===== src/rtl/acc_pkg.sv =====
// constants for the auxiliary converter control block
package acc_pkg;
   localparam int unsigned CLK_MHZ        = 125;
   localparam int unsigned CONV_TIME_US   = 20;
   localparam int unsigned IDLE_TIME_US   = 40;
   localparam int unsigned CONV_CYCLES    = CONV_TIME_US * CLK_MHZ;
   localparam int unsigned IDLE_CYCLES    = IDLE_TIME_US * CLK_MHZ;
   localparam int unsigned DAC_WIDTH      = 8;
   localparam int unsigned CON_CODE_WIDTH = 4;
   localparam int unsigned CON_REG_WIDTH  = 8;
   localparam int unsigned CON_CODE_MSB   = 7;
   localparam int unsigned CON_CODE_LSB   = 4;
   localparam int unsigned CON_EN_N_BIT   = 0;
   localparam int unsigned ADC_WIDTH      = 8;
   localparam logic [1:0]  FS_RESET       = 2'h0;
   localparam logic [7:0]  DAC_RESET      = 8'h00;
   localparam logic [7:0]  CON_RESET      = 8'h01;
   localparam logic        SRC_SIGNAL     = 1'b0;
   localparam logic        SRC_BATTERY    = 1'b1;
   typedef enum logic [1:0] {ACC_OFF, ACC_CONVERT, ACC_IDLE} acc_state_t;
endpackage : acc_pkg


===== src/rtl/acc_aux_converter_control.sv =====
// auxiliary dacs, contrast dac and shared signal/battery adc control
`timescale 1ns/10ps
`default_nettype none

// Overview of operation
// - dsp write updates that dac code
// - contrast dac separate, 4-bit code
// - gain and freq dacs own enables
// - tx power dac follows transmit enable
// - contrast runs on low enable, upper nibble
// - contrast dac disabled after reset
// - full-scale field resets to 00
// - powered down dac output floats
// - range set only by field; 01 forbidden, code still stores 01 when written
// - shared adc, write selects source
// - write starts 20 us 8-bit conversion
// - result readable from both locations
// - completion sets conversion ready flag
// - result read clears ready flag
// - adc unpowered when conversion ends
// - power held until result latched
// - result kept after power down
module acc_aux_converter_control
   import acc_pkg::*;
#(
   parameter int unsigned CONV_CNT = CONV_CYCLES,
   parameter int unsigned IDLE_CNT = IDLE_CYCLES
) (
   input  wire logic        clk,              // 125 MHz clock
   input  wire logic        reset_n,          // sync reset, active low
   input  wire logic        gainWrite,        // dsp write strobe, gain dac
   input  wire logic        freqWrite,        // dsp write strobe, freq dac
   input  wire logic        txPowerWrite,     // dsp write strobe, tx power dac
   input  wire logic [7:0]  dspWriteData,     // dsp write data
   input  wire logic        gainEnable,       // mcu int control, gain dac enable
   input  wire logic        freqEnable,       // mcu int control, freq dac enable
   input  wire logic        transmitEnable,   // dsp status control tx enable
   input  wire logic        contrastWrite,    // mcu write strobe, contrast reg
   input  wire logic        fullScaleWrite,   // mcu write strobe, range field
   input  wire logic [7:0]  mcuWriteData,     // mcu write data
   input  wire logic        signalWrite,      // write to signal-strength loc
   input  wire logic        batteryWrite,     // write to battery loc
   input  wire logic        signalRead,       // read of signal-strength loc
   input  wire logic        batteryRead,      // read of battery loc
   input  wire logic        adcDone,          // analog converter sample valid
   input  wire logic [7:0]  adcSample,        // analog converter raw result
   output logic [7:0]       gainCode,         // gain dac code
   output logic             gainCodeOe,       // gain dac driving
   output logic [7:0]       freqCode,         // freq dac code
   output logic             freqCodeOe,       // freq dac driving
   output logic [7:0]       txPowerCode,      // tx power dac code
   output logic             txPowerCodeOe,    // tx power dac driving
   output logic [3:0]       contrastCode,     // contrast dac code
   output logic             contrastCodeOe,   // contrast dac driving
   output logic [1:0]       fullScaleSel,     // dac full-scale range
   output logic             adcPower,         // adc power on
   output logic             adcSource,        // 0 signal, 1 battery
   output logic             adcStart,         // pulse, start conversion
   output logic [7:0]       resultData,       // last conversion result
   output logic             conversionReady   // conversion ready flag
);

   typedef struct packed {
      logic [7:0]  gain;
      logic [7:0]  freq;
      logic [7:0]  txPower;
      logic [7:0]  contrast;
      logic [1:0]  fullScale;
      logic        source;
      logic        ready;
      logic [7:0]  result;
      logic        start;
      logic [31:0] count;
      acc_state_t  state;
   } acc_regs_t;

   acc_regs_t state_reg;
   acc_regs_t state_next;

   logic convWrite;
   logic resultRead;
   logic convDone;

   // counter has reached the last cycle of a span
   function automatic logic cnt_expired(input logic [31:0] cnt, input int unsigned limit);
      return cnt >= limit - 1;
   endfunction : cnt_expired

   assign convWrite  = signalWrite | batteryWrite;
   assign resultRead = signalRead | batteryRead;
   // conversion ends on a valid sample or on timeout
   assign convDone   = (state_reg.state == ACC_CONVERT)
                       && (adcDone || cnt_expired(state_reg.count, CONV_CNT));

   always_comb begin
      state_next = state_reg;
      state_next.start = 1'b0;
      if (gainWrite) begin
         state_next.gain = dspWriteData;
      end
      if (freqWrite) begin
         state_next.freq = dspWriteData;
      end
      if (txPowerWrite) begin
         state_next.txPower = dspWriteData;
      end
      if (contrastWrite) begin
         state_next.contrast = mcuWriteData;
      end
      if (fullScaleWrite) begin
         state_next.fullScale = 2'(mcuWriteData);
      end
      if (resultRead) begin
         state_next.ready = 1'b0;
      end
      case (state_reg.state)
         ACC_OFF, ACC_IDLE: begin
            if (state_reg.state == ACC_IDLE) begin
               if (cnt_expired(state_reg.count, IDLE_CNT)) begin
                  state_next.state = ACC_OFF;
                  state_next.count = '0;
               end else begin
                  state_next.count = state_reg.count + 32'h1;
               end
            end
         end
         ACC_CONVERT: begin
            if (convDone) begin
               state_next.result = adcSample;
               state_next.ready  = 1'b1;
               state_next.state  = ACC_IDLE;
               state_next.count  = '0;
            end else begin
               state_next.count = state_reg.count + 32'h1;
            end
         end
         default: begin
            state_next.state = ACC_OFF;
            state_next.count = '0;
         end
      endcase
      if (convWrite) begin
         state_next.source = batteryWrite ? SRC_BATTERY : SRC_SIGNAL;
         state_next.state  = ACC_CONVERT;
         state_next.count  = '0;
         state_next.start  = 1'b1;
      end
   end

   always_ff @(posedge clk) begin
      if (!reset_n) begin
         state_reg           <= '0;
         state_reg.gain      <= DAC_RESET;
         state_reg.freq      <= DAC_RESET;
         state_reg.txPower   <= DAC_RESET;
         state_reg.contrast  <= CON_RESET;
         state_reg.fullScale <= FS_RESET;
         state_reg.source    <= SRC_SIGNAL;
         state_reg.state     <= ACC_OFF;
      end else begin
         state_reg <= state_next;
      end
   end

   assign gainCode       = state_reg.gain;
   assign gainCodeOe     = gainEnable;
   assign freqCode       = state_reg.freq;
   assign freqCodeOe     = freqEnable;
   assign txPowerCode    = state_reg.txPower;
   assign txPowerCodeOe  = transmitEnable;
   assign contrastCode   = state_reg.contrast[CON_CODE_MSB:CON_CODE_LSB];
   assign contrastCodeOe = ~state_reg.contrast[CON_EN_N_BIT];
   assign fullScaleSel   = state_reg.fullScale;
   assign adcPower       = (state_reg.state == ACC_CONVERT);
   assign adcSource      = state_reg.source;
   assign adcStart       = state_reg.start;
   assign resultData     = state_reg.result;
   assign conversionReady = state_reg.ready;
endmodule : acc_aux_converter_control

`default_nettype wire


===== config.mk =====
export PLATFORM = sky130hd
export DESIGN_NAME = acc_aux_converter_control
export DESIGN_NICKNAME = d
export VERILOG_FILES = /design/src/rtl/acc_pkg.sv /design/src/rtl/acc_aux_converter_control.sv
export SDC_FILE = /design/constraint.sdc
export NUM_CORES = 1
export LEC_CHECK = 0
export ABC_AREA = 1
export BUFFER_PORTS_ARGS = -buffer_cell sky130_fd_sc_hd__buf_2
export CAP_MARGIN = 5
export CORE_ASPECT_RATIO = 0.7
export CORE_MARGIN = 1.5
export CORE_UTILIZATION = 45
export CTS_CLUSTER_SIZE = 25
export DETAILED_ROUTE_END_ITERATION = 10
export GPL_TIMING_DRIVEN = 0
export HOLD_SLACK_MARGIN = 0.1
export PLACE_DENSITY = 0.74
export SLEW_MARGIN = 0
export SYNTH_ARGS = -nofsm -noshare
export SYNTH_HDL_FRONTEND = slang
export SYNTH_SLANG_ARGS = --single-unit
export TNS_END_PERCENT = 5

===== constraint.sdc =====
create_clock -name clk -period 4.85 [get_ports clk]
set_clock_uncertainty 0.15 [all_clocks]
set_input_delay 0.2425 -clock clk [delete_from_list [all_inputs] [get_ports clk]]
set_output_delay 0.2425 -clock clk [all_outputs]
set_load 0.05 [all_outputs]

==> results of run 1 <==
==> layout make-up <==
cell class                 count  area share
timing repair buffer         117      0.1780
buffer                        53     0.08352
sequential                    76      0.3490
clock inverter                 4     0.01091
tap                           94     0.02698
clock buffer                  12     0.03559
multi-input combinational    288      0.2953
inverter                      24     0.02067
==> per-layer routing <==
metal,part of all wire,GRT usage
met5,0,0
met4,0.018,0.09132
met3,0.077,0.08063
met2,0.43,0.3566
met1,0.47,0.2809
==> power by group through the flow <==
stage / combinational (mW) / clock (mW) / sequential, mW
floorplan: 0.180 / 0 / 0.677
global placement: 0.243 / 0 / 0.673
detailed placement: 0.245 / 0 / 0.674
CTS: 0.270 / 0.503 / 0.660
global route: 0.293 / 0.536 / 0.664
finish: 0.273 / 0.496 / 0.661
==> through the flow <==
step           area (um2)  worst slack (ps)  total power, mW  cells
2_1_floorplan        3263              2996           0.8564    441
3_3_place_gp         3776              3114           0.9166    614
3_5_place_dp         3776              3102           0.9193    614
4_1_cts              4359              2614            1.434    668
5_1_grt              4359              2381            1.492    668
6_report             4359              2590            1.430    668
==> worst min-delay path, stage by stage <==
cell,delay (ps)
buf_2,140
o21ai_0,90
nor2_1,90
==> how the worst max path moves through the flow <==
stage	cells after the start	end	slack (ps)
6_report	7	resultData[7]	2590
5_1_grt	9	resultData[7]	2380
4_1_cts	7	resultData[7]	2610
3_5_place_dp	11	state_reg[14]	3100
3_3_place_gp	11	state_reg[14]	3110
2_1_floorplan	6	resultData[0]	3000
==> logic make-up after synthesis <==
family	Yosys count	share of synthesized area
AO/OA/AOI/OAI	62	0.09701
XOR/XNOR	7	0.01879
adder cells (fa/ha/maj)	1	0.003834
buffers and inverters	77	0.1392
flip-flops	76	0.4663
AND/OR/NAND/NOR	218	0.2749
==> synth_stat cells <==
cell | instances | area, um2
nor2_1 | 111 | 416.7
dfxtp_1 | 76 | 1521
nand2_1 | 68 | 255.2
buf_4 | 41 | 307.8
o21ai_0 | 34 | 170.2
a21oi_1 | 26 | 130.1
nand3_1 | 25 | 125.1
inv_1 | 23 | 86.33
clkbuf_1 | 9 | 33.78
xor2_1 | 5 | 43.79
nor3_1 | 4 | 20.02
nand2_2 | 3 | 18.77
buf_1 | 2 | 7.510
nand3_2 | 2 | 20.02
xnor2_1 | 2 | 17.52
a21oi_2 | 1 | 8.760
buf_8 | 1 | 15.01
clkinv_1 | 1 | 3.750
ha_1 | 1 | 12.51
nand2_4 | 1 | 11.26
nand4_1 | 1 | 6.260
nor2_2 | 1 | 6.260
nor2_4 | 1 | 11.26
o21bai_1 | 1 | 7.510
or2_1 | 1 | 6.260
==> what timing repair did <==
item,4_1_cts,5_1_grt
gates resized for setup,0,0
hold buffers,38,0
endpoints found under the hold margin,43,0
==> metrics.md, run 1 <==
| Metric | Value |
|---|---|
| Avg Vias per Cell | 4.741 |
| DR vias | 3167 |
| Num CTS Buffers | 9 |
| Cell Area, Synth | 3263 um2 |
| Synth unique cells | 25 |
| Slew headroom | 0.6913 |
| Hold Vio Cnt, Final | 0 |
| Initial DRC count | ~180 |
| Crit-path cells | inv_1 -> nor2_1 -> clkbuf_1 -> nand2_2 -> nand2_1 -> a21oi_1 -> dlygate4sd3_1 |
| Slew Limit Fails | 0 |
| CTS sink count | 76 |
| Family with the most delay on the worst path | buffers and inverters |
| Area occupied by multi-input gates | approximately 1300 um2 |
| Switching part of the total | 0.2948 |
| Pin count of the biggest net entering global routing | 13 |
| First-pass iteration count of the detailed router | 6 |
| Initial Util | 0.4742 |
| CP Max Fanout | 10 |
| Overflow after GRT | 0 |
| Min-delay src | contrastWrite |
| CTS H-Tree Depth | 3 |
| Synthesized Nets | 481 |
| Buffers on Ports | 79 |
| Initial antenna violation count | 0 |
| Final nets | 609 |
| Placer Congestion | 0.8661 |
| Crit share post-route | 0.4659 |
| Pint | 1.009 mW |
| Root buffer cell | clkbuf_8 |
| Switch Pwr | 0.4216 mW |
| Flop pwr share | 0.462 |
| Final-layout fill cell count | 583 |
| R2r startpoint | state_reg[0] |
| VDD IR-drop max | 0.1891 mV |
| Period minus WS final | 2260 ps |
| Skew-Pair Late Insertion Delay | 350 ps |
| Crit path DAT | 2350 ps |
| Pwr dens | 328.1 nW/um2 |
| Slowest Stage Delay on Critical Path | 550 ps |
| Ant. Diodes | 0 |
| Setup violators final | 0 |
| Total Neg Setup Slack | 0 ps |
| Yosys reg bits | 76 |
| Worst Path Buf+Inv | 3 |
| Routed length per instance | 12.21 um |
| Post-CTS Setup Bufs | 0 |
| Core footprint | 6882 um2 |
| Max Clk Rate | 442.6 MHz |
| Total track usage | 0.2239 |
| FF-to-FF setup slack | 2590 ps |
| Clk pwr share | 0.347 |
| R2r endpoint | resultData[7] |
| Vias in the first global route | 3052 |
| Worst reg2reg path depth | 7 |
| Reg area | around 1500 um2 |
| Status | completed |
| Pleak | 2.029 nW |
| DRT antenna net count | 0 |
| Logic pwr share | 0.191 |
| Crit-path slowest cell | dlygate4sd3_1 |
| Hold slack | 103.3 ps |
| Reg clk slew, reported paths | roughly 80 ps |
| Synth Warn # | 0 |
| Worst hold path depth | 3 |
| Critical path launch point | state_reg[0] |
| Num rows | 25 |
| Area growth from synthesis to layout | 33.59% |
| First-pass GRT wire length | 13810 um |
| RSZ-0062 raised after global routing | false |
| DP HPWL | 5294 um |
| Number of flip-flops in the largest register | 35 |
| Slew @ Worst Pin | about 460 ps |
| # DRC | 0 |
| Total wire length | between 8000 and 9000 um |
| Die H | 74.25 um |
| Full die area | 7779 um2 |
| Worst Setup End Kind | flip-flop |
| Crit path kind | flip-flop to flip-flop |
| Core Util, Final | 0.6335 |
| CP Launch Type | flip-flop |
| Share of post-route cells with drive strength above 1 | 0.2526 |
| Synthesized instance count | 441 |
| Syn_area_per_cell | ~7.4 um2 |
| Type of the worst min-delay path | primary input to flip-flop |
| Chip Width | between 100 and 150 um |
| Most frequent cells in the layout | nor2_1 (111), buf_2 (79), dfxtp_1 (76), nand2_1 (68), buf_4 (41) |
| Critical path required time | 4940 ps |
| Worst hold endpoint | contrastCode[1] |
| Max-Cap Viols | 0 |
| Sequential fraction of the synthesis area | 0.4663 |
| CTS tree | yes |
| Commonest non-fill, non-tap cell in the layout | nor2_1 |
| Clock buffer depth | 2 |
| IO Pins | 85 |
No activity file was read; power rests on OpenSTA's default activity.
==> run 2, diff against run 1 <==
==> constraint.sdc (replaced) <==
create_clock -name clk -period 2.2 [get_ports clk]
set_clock_uncertainty 0.15 [all_clocks]
set_input_delay 0.11 -clock clk [delete_from_list [all_inputs] [get_ports clk]]
set_output_delay 0.11 -clock clk [all_outputs]
set_load 0.05 [all_outputs]
==> run 2 against run 1 <==
  * Routed wire length grew 4.8%
  * Die area is the same
  * Worst hold slack gained 68 ps
  * Sequential power grew 120%
  * Global-route usage grew 0.82 points
  * Critical endpoint is now state_reg[47]
==> metrics.md, run 2 (synthesis gave the netlist of run 1 again) <==
| Metric | Value |
|---|---|
| Area growth from synthesis to layout | 36.43% |
| Status | completed |
| Crit path kind | primary input to flip-flop |
| DR vias | 3235 |
| Clk pwr share | 0.344 |
| Setup violators final | 0 |
| Crit-path slowest cell | dlygate4sd3_1 |
| Commonest non-fill, non-tap cell in the layout | nor2_1 |
| Avg Vias per Cell | 4.778 |
| FF-to-FF setup slack | ~420 ps |
| CTS H-Tree Depth | 3 |
| Switching part of the total | 0.2945 |
| Crit-path cells | dlygate4sd3_1 -> buf_4 -> inv_1 -> a21oi_1 -> dlygate4sd3_1 -> o21ai_0 -> dlygate4sd3_1 |
| CP Max Fanout | 6 |
| Crit path DAT | 2150 ps |
| R2r startpoint | state_reg[2] |
| Overflow after GRT | 0 |
| Max-Cap Viols | 0 |
| VDD IR-drop max | around 0.43 mV |
| Total Neg Setup Slack | 0 ps |
| Slowest Stage Delay on Critical Path | 560 ps |
| Worst reg2reg path depth | 11 |
| Core footprint | 6882 um2 |
| RSZ-0062 raised after global routing | false |
| Total wire length | 8545 um |
| Period minus WS final | 2062 ps |
| Min-delay src | adcDone |
| CP dominant cell by count | dlygate4sd3_1 |
| Flop pwr share | 0.460 |
| Die H | around 74 um |
| Full die area | 7779 um2 |
| Type of the worst min-delay path | primary input to flip-flop |
| Pwr dens | 712.0 nW/um2 |
| Final nets | 618 |
| Buffers on Ports | between 70 and 80 |
| # DRC | 0 |
| DP HPWL | 5294 um |
| First-pass iteration count of the detailed router | 4 |
| Share of post-route cells with drive strength above 1 | 0.2487 |
| Crit share post-route | 0.9373 |
| Pint | 2.236 mW |
| Routed length per instance | 12.62 um |
| Vias in the first global route | roughly 3.1k |
| Dpl cells | 614 |
| Initial DRC count | ~180 |
| Logic pwr share | 0.196 |
| Slew Limit Fails | 0 |
| Worst hold path depth | 8 |
| Ant. Diodes | 0 |
| Skew-Pair Late Insertion Delay | 350 ps |
| Pleak | roughly 2.1 nW |
| Num rows | 25 |
| Slew headroom | 0.6869 |
| CTS tree | yes |
| Num CTS Buffers | 9 |
| Critical path required time | 2290 ps |
| Most frequent cells in the layout | nor2_1 (111), buf_2 (78), dfxtp_1 (76), nand2_1 (68), dlygate4sd3_1 (47) |
| Final Worst Setup Slack | around 140 ps |
| DRT antenna net count | 0 |
| R2r endpoint | state_reg[10] |
| Clock buffer depth | 2 |
| Chip Width | 104.8 um |
| Final-layout fill cell count | between 500 and 600 |
| Slew @ Worst Pin | about 470 ps |
| First-pass GRT wire length | 14280 um |
| Placer Congestion | 0.8661 |
| Core Util, Final | 0.6469 |
| Initial antenna violation count | 0 |
| Max Clk Rate | 484.9 MHz |
| Switch Pwr | just over 0.9 mW |
| Worst Setup End Kind | flip-flop |
| Initial Util | 0.4742 |
| Root buffer cell | clkbuf_8 |
| CTS sink count | 76 |
| Worst hold endpoint | state_reg[6] |
| IO Pins | 85 |
| Dpl ws | roughly 450 ps |
| CP Launch Type | primary input |
| Hold Vio Cnt, Final | 0 |
| Fin cells | 677 |
| Reg clk slew, reported paths | 80 ps |
| Number of flip-flops in the largest register | 35 |
| Pin count of the biggest net entering global routing | 13 |
| Total track usage | 0.2321 |
==> run 2: changes by cell type in the layout (fill, tap and decap cells not counted) <==
cell and delta:
dlygate4sd3_1 +9, buf_4 +1, buf_2 -1
==> run 2: through the flow <==
stage / cell area [um2] / power [mW] / hold WS, ps
3_5_place_dp: 3776 / 2.027 / 189.8
4_1_cts: 4449 / 3.174 / 164.6
5_1_grt: 4452 / 3.305 / 197.5
2_1_floorplan: 3263 / 1.888 / 75.54
6_report: 4452 / 3.170 / 171.2
3_3_place_gp: 3776 / 2.021 / 181.0
==> run 2: area by class of cell <==
type                            count  area (um2)  share of cell area
Sequential cell                    76        1521              0.3418
Multi-Input combinational cell    288        1287              0.2892
Inverter                           24       90.09             0.02024
Buffer                             53       364.1             0.08179
Clock buffer                       12       155.1             0.03485
Clock inverter                      4       47.55             0.01068
Tap cell                           94       117.6             0.02642
Timing Repair Buffer              126       868.3              0.1951
==> run 2: layer usage <==
layer,GRT usage,vias up,share of wire
met3,0.07537,8,0.064
met1,0.2924,1484,0.48
li1,-,1627,-
met2,0.3856,116,0.45
met4,0.07154,0,0.0096
met5,0,-,0
==> run 2: repair_timing <==
item	in CTS	in global routing
endpoints found under the hold margin	45	0
setup endpoints to repair	0	1
buffers inserted	0	0
resized for setup	0	1
hold buffers	47	0
==> run 2: worst max-delay path by stage <==
stage | endpoint | from | depth (start not counted)
2_1_floorplan | resultData[0] | state_reg[0] | 6
3_3_place_gp | state_reg[14] | state_reg[2] | 11
3_5_place_dp | state_reg[14] | state_reg[2] | 11
4_1_cts | state_reg[47] | reset_n | 7
5_1_grt | state_reg[47] | reset_n | 7
6_report | state_reg[47] | reset_n | 7
==> run 2: power groups by stage <==
stage | Clock (mW) | Sequential, mW | Combinational (mW)
global route | 1.18 | 1.46 | 0.664
floorplan | 0 | 1.49 | 0.396
detailed placement | 0 | 1.49 | 0.540
global placement | 0 | 1.48 | 0.536
finish | 1.09 | 1.46 | 0.622
CTS | 1.11 | 1.46 | 0.609
==> run 2: critical path, delay by kind of cell <==
kind	cells	cell delay (ps)
compound gates	2	190
buf+inv	5	1860
==> run 3, diff against run 2 <==
--- a/config.mk
+++ b/config.mk
@@ -15,7 +15,7 @@
 export DETAILED_ROUTE_END_ITERATION = 10
 export GPL_TIMING_DRIVEN = 0
 export HOLD_SLACK_MARGIN = 0.1
-export PLACE_DENSITY = 0.74
+export PLACE_DENSITY = 0.7
 export SLEW_MARGIN = 0
 export SYNTH_ARGS = -nofsm -noshare
 export SYNTH_HDL_FRONTEND = slang
==> constraint.sdc (replaced) <==
create_clock -name clk -period 1.9 [get_ports clk]
set_clock_uncertainty 0.15 [all_clocks]
set_input_delay 0.095 -clock clk [delete_from_list [all_inputs] [get_ports clk]]
set_output_delay 0.095 -clock clk [all_outputs]
set_load 0.05 [all_outputs]
==> run 3 against run 2 <==
  * Die area is the same
  * Critical path depth grew 4
  * Cell area grew 0.70%
  * Via count shrank 0.99%
  * Sequential power grew 16%
  * Largest cell class unchanged
  * Largest power group unchanged
  * Highest routed layer unchanged
==> metrics.md, run 3 (synthesis gave the netlist of run 1 again) <==
| Metric | Value |
|---|---|
| Pin count of the biggest net entering global routing | 15 |
| Max Clk Rate | approximately 560 MHz |
| Num CTS Buffers | 9 |
| Period minus WS final | 1779 ps |
| Status | completed |
| Slew Limit Fails | 0 |
| # DRC | 0 |
| Final Worst Setup Slack | approximately 120 ps |
| Chip Width | 104.8 um |
| Critical path required time | roughly 2000 ps |
| Worst setup endpoint | state_reg[10] |
| RSZ-0062 raised after global routing | true |
| Number of flip-flops in the largest register | 35 |
| Num rows | 25 |
| DRT antenna net count | 0 |
| Pleak | between 2 and 2.5 nW |
| Worst reg2reg path depth | 11 |
| Avg Vias per Cell | 4.738 |
| Total wire length | ~8700 um |
| Clock buffer depth | 2 |
| Ant. Diodes | 0 |
| Crit path DAT | approximately 1900 ps |
| Core Util, Final | 0.6515 |
| Type of the worst min-delay path | primary input to flip-flop |
| Placer Congestion | between 0.9 and 1 |
| Initial DRC count | 201 |
| Fin cells | 676 |
| Crit-path cells | ha_1 -> nand2_2 -> nand4_1 -> nand2_1 -> nand2_1 -> nand2_1 -> nand2_1 -> nand2_4 -> buf_8 -> nand3_1 -> a21oi_1 |
| Hold slack | 142.9 ps |
| Final nets | 617 |
| Crit path kind | flip-flop to flip-flop |
| Max-Cap Viols | 0 |
| DP HPWL | between 5000 and 6000 um |
| Full die area | approximately 7800 um2 |
| Slew headroom | 0.6596 |
| Total track usage | 0.2294 |
| Total power | around 3.8 mW |
| Hold Vio Cnt, Final | 0 |
| CP Launch Type | flip-flop |
| Overflow after GRT | 0 |
| Reg clk slew, reported paths | 80 ps |
| Crit-path slowest cell | dfxtp_1 |
| CTS tree | yes |
| Buffers on Ports | 79 |
| Area growth from synthesis to layout | 37.38% |
| Most frequent cells in the layout | nor2_1 (111), buf_2 (79), dfxtp_1 (76), nand2_1 (67), dlygate4sd3_1 (42) |
| Root buffer cell | clkbuf_8 |
| Vias in the first global route | 2873 |
| Core footprint | roughly 7000 um2 |
| Slowest Stage Delay on Critical Path | 330 ps |
| R2r startpoint | state_reg[2] |
| Initial Util | 0.4742 |
| Slew @ Worst Pin | between 500 and 600 ps |
| Setup violators final | 0 |
| Post-CTS Setup Bufs | 0 |
| Pwr dens | between 800 and 900 nW/um2 |
| Dpl cells | approximately 610 |
| VDD IR-drop max | 0.6338 mV |
| CP dominant cell by count | nand2_1 |
| DR vias | roughly 3.2k |
| Die H | between 70 and 80 um |
| Dpl ws | 98.59 ps |
| Routed length per instance | 12.92 um |
| Commonest non-fill, non-tap cell in the layout | nor2_1 |
| FF-to-FF setup slack | 120 ps |
| Share of post-route cells with drive strength above 1 | 0.2560 |
| First-pass GRT wire length | about 14000 um |
| Initial antenna violation count | 0 |
| R2r endpoint | state_reg[10] |
| CTS H-Tree Depth | 3 |
| IO Pins | 85 |
| Critical path launch point | state_reg[2] |
| Skew-Pair Late Insertion Delay | 350 ps |
| CTS sink count | 76 |
| Crit share post-route | 0.9361 |
| First-pass iteration count of the detailed router | 4 |
| CP Max Fanout | 10 |
| Worst Setup End Kind | flip-flop |
[run 3: worst min-delay path by stage]
| stage | start | to | cells after the start |
|---|---|---|---|
| after floorplan | contrastWrite | state_reg[47] | 1 |
| after global placement | batteryWrite | adcSource | 3 |
| after detailed placement | mcuWriteData[0] | state_reg[47] | 3 |
| after CTS | adcDone | state_reg[5] | 8 |
| after global routing | adcDone | state_reg[3] | 8 |
| final | adcDone | state_reg[5] | 8 |
[run 3: power breakdown]
part	leakage [nW]	internal [mW]	switching, mW
clock	0.102	0.745	0.635
sequential	0.622	1.65	0.0328
combinational	1.41	0.262	0.464
[run 3: worst max-delay path, delay by kind of cell, from the launching register on]
| family | cells | cell delay, ps |
|---|---|---|
| AND/OR/NAND/NOR | 8 | 730 |
| flip-flops | 1 | 330 |
| AO/OA/AOI/OAI | 1 | 140 |
| adder cells (fa/ha/maj) | 1 | 220 |
| buffers and inverters | 1 | 130 |
[run 3: metal layers]
layer | GRT usage | vias to the layer above | part of all wire
li1 | - | 1625 | -
met1 | 0.3068 | 1457 | 0.47
met2 | 0.3660 | 110 | 0.45
met3 | 0.06486 | 11 | 0.068
met4 | 0.06849 | 0 | 0.012
met5 | 0 | - | 0
[run 3: layout make-up]
| cell class | instances | area [um2] |
|---|---|---|
| sequential | 76 | 1521 |
| timing repair buffer | 125 | 868.3 |
| clock inverter | 7 | 100.1 |
| clock buffer | 9 | 123.9 |
| inverter | 24 | 90.09 |
| tap | 94 | 117.6 |
| fill | 589 | 2399 |
| multi-input combinational | 288 | 1295 |
| buffer | 53 | 366.6 |
[run 3: metrics by stage]
step / instance area [um2] / setup TNS, ps
6_report: 4483 / 0
4_1_cts: 4462 / 0
5_1_grt: 4483 / -12.18
3_3_place_gp: 3776 / 0
3_5_place_dp: 3776 / 0
2_1_floorplan: 3263 / 0
[run 3: timing repair]
action | 4_1_cts | 5_1_grt
hold endpoints to repair | 45 | 0
resized for setup | 1 | 10
gates cloned | 0 | 0
endpoints found under the setup margin | 1 | 21
hold buffers | 46 | 0
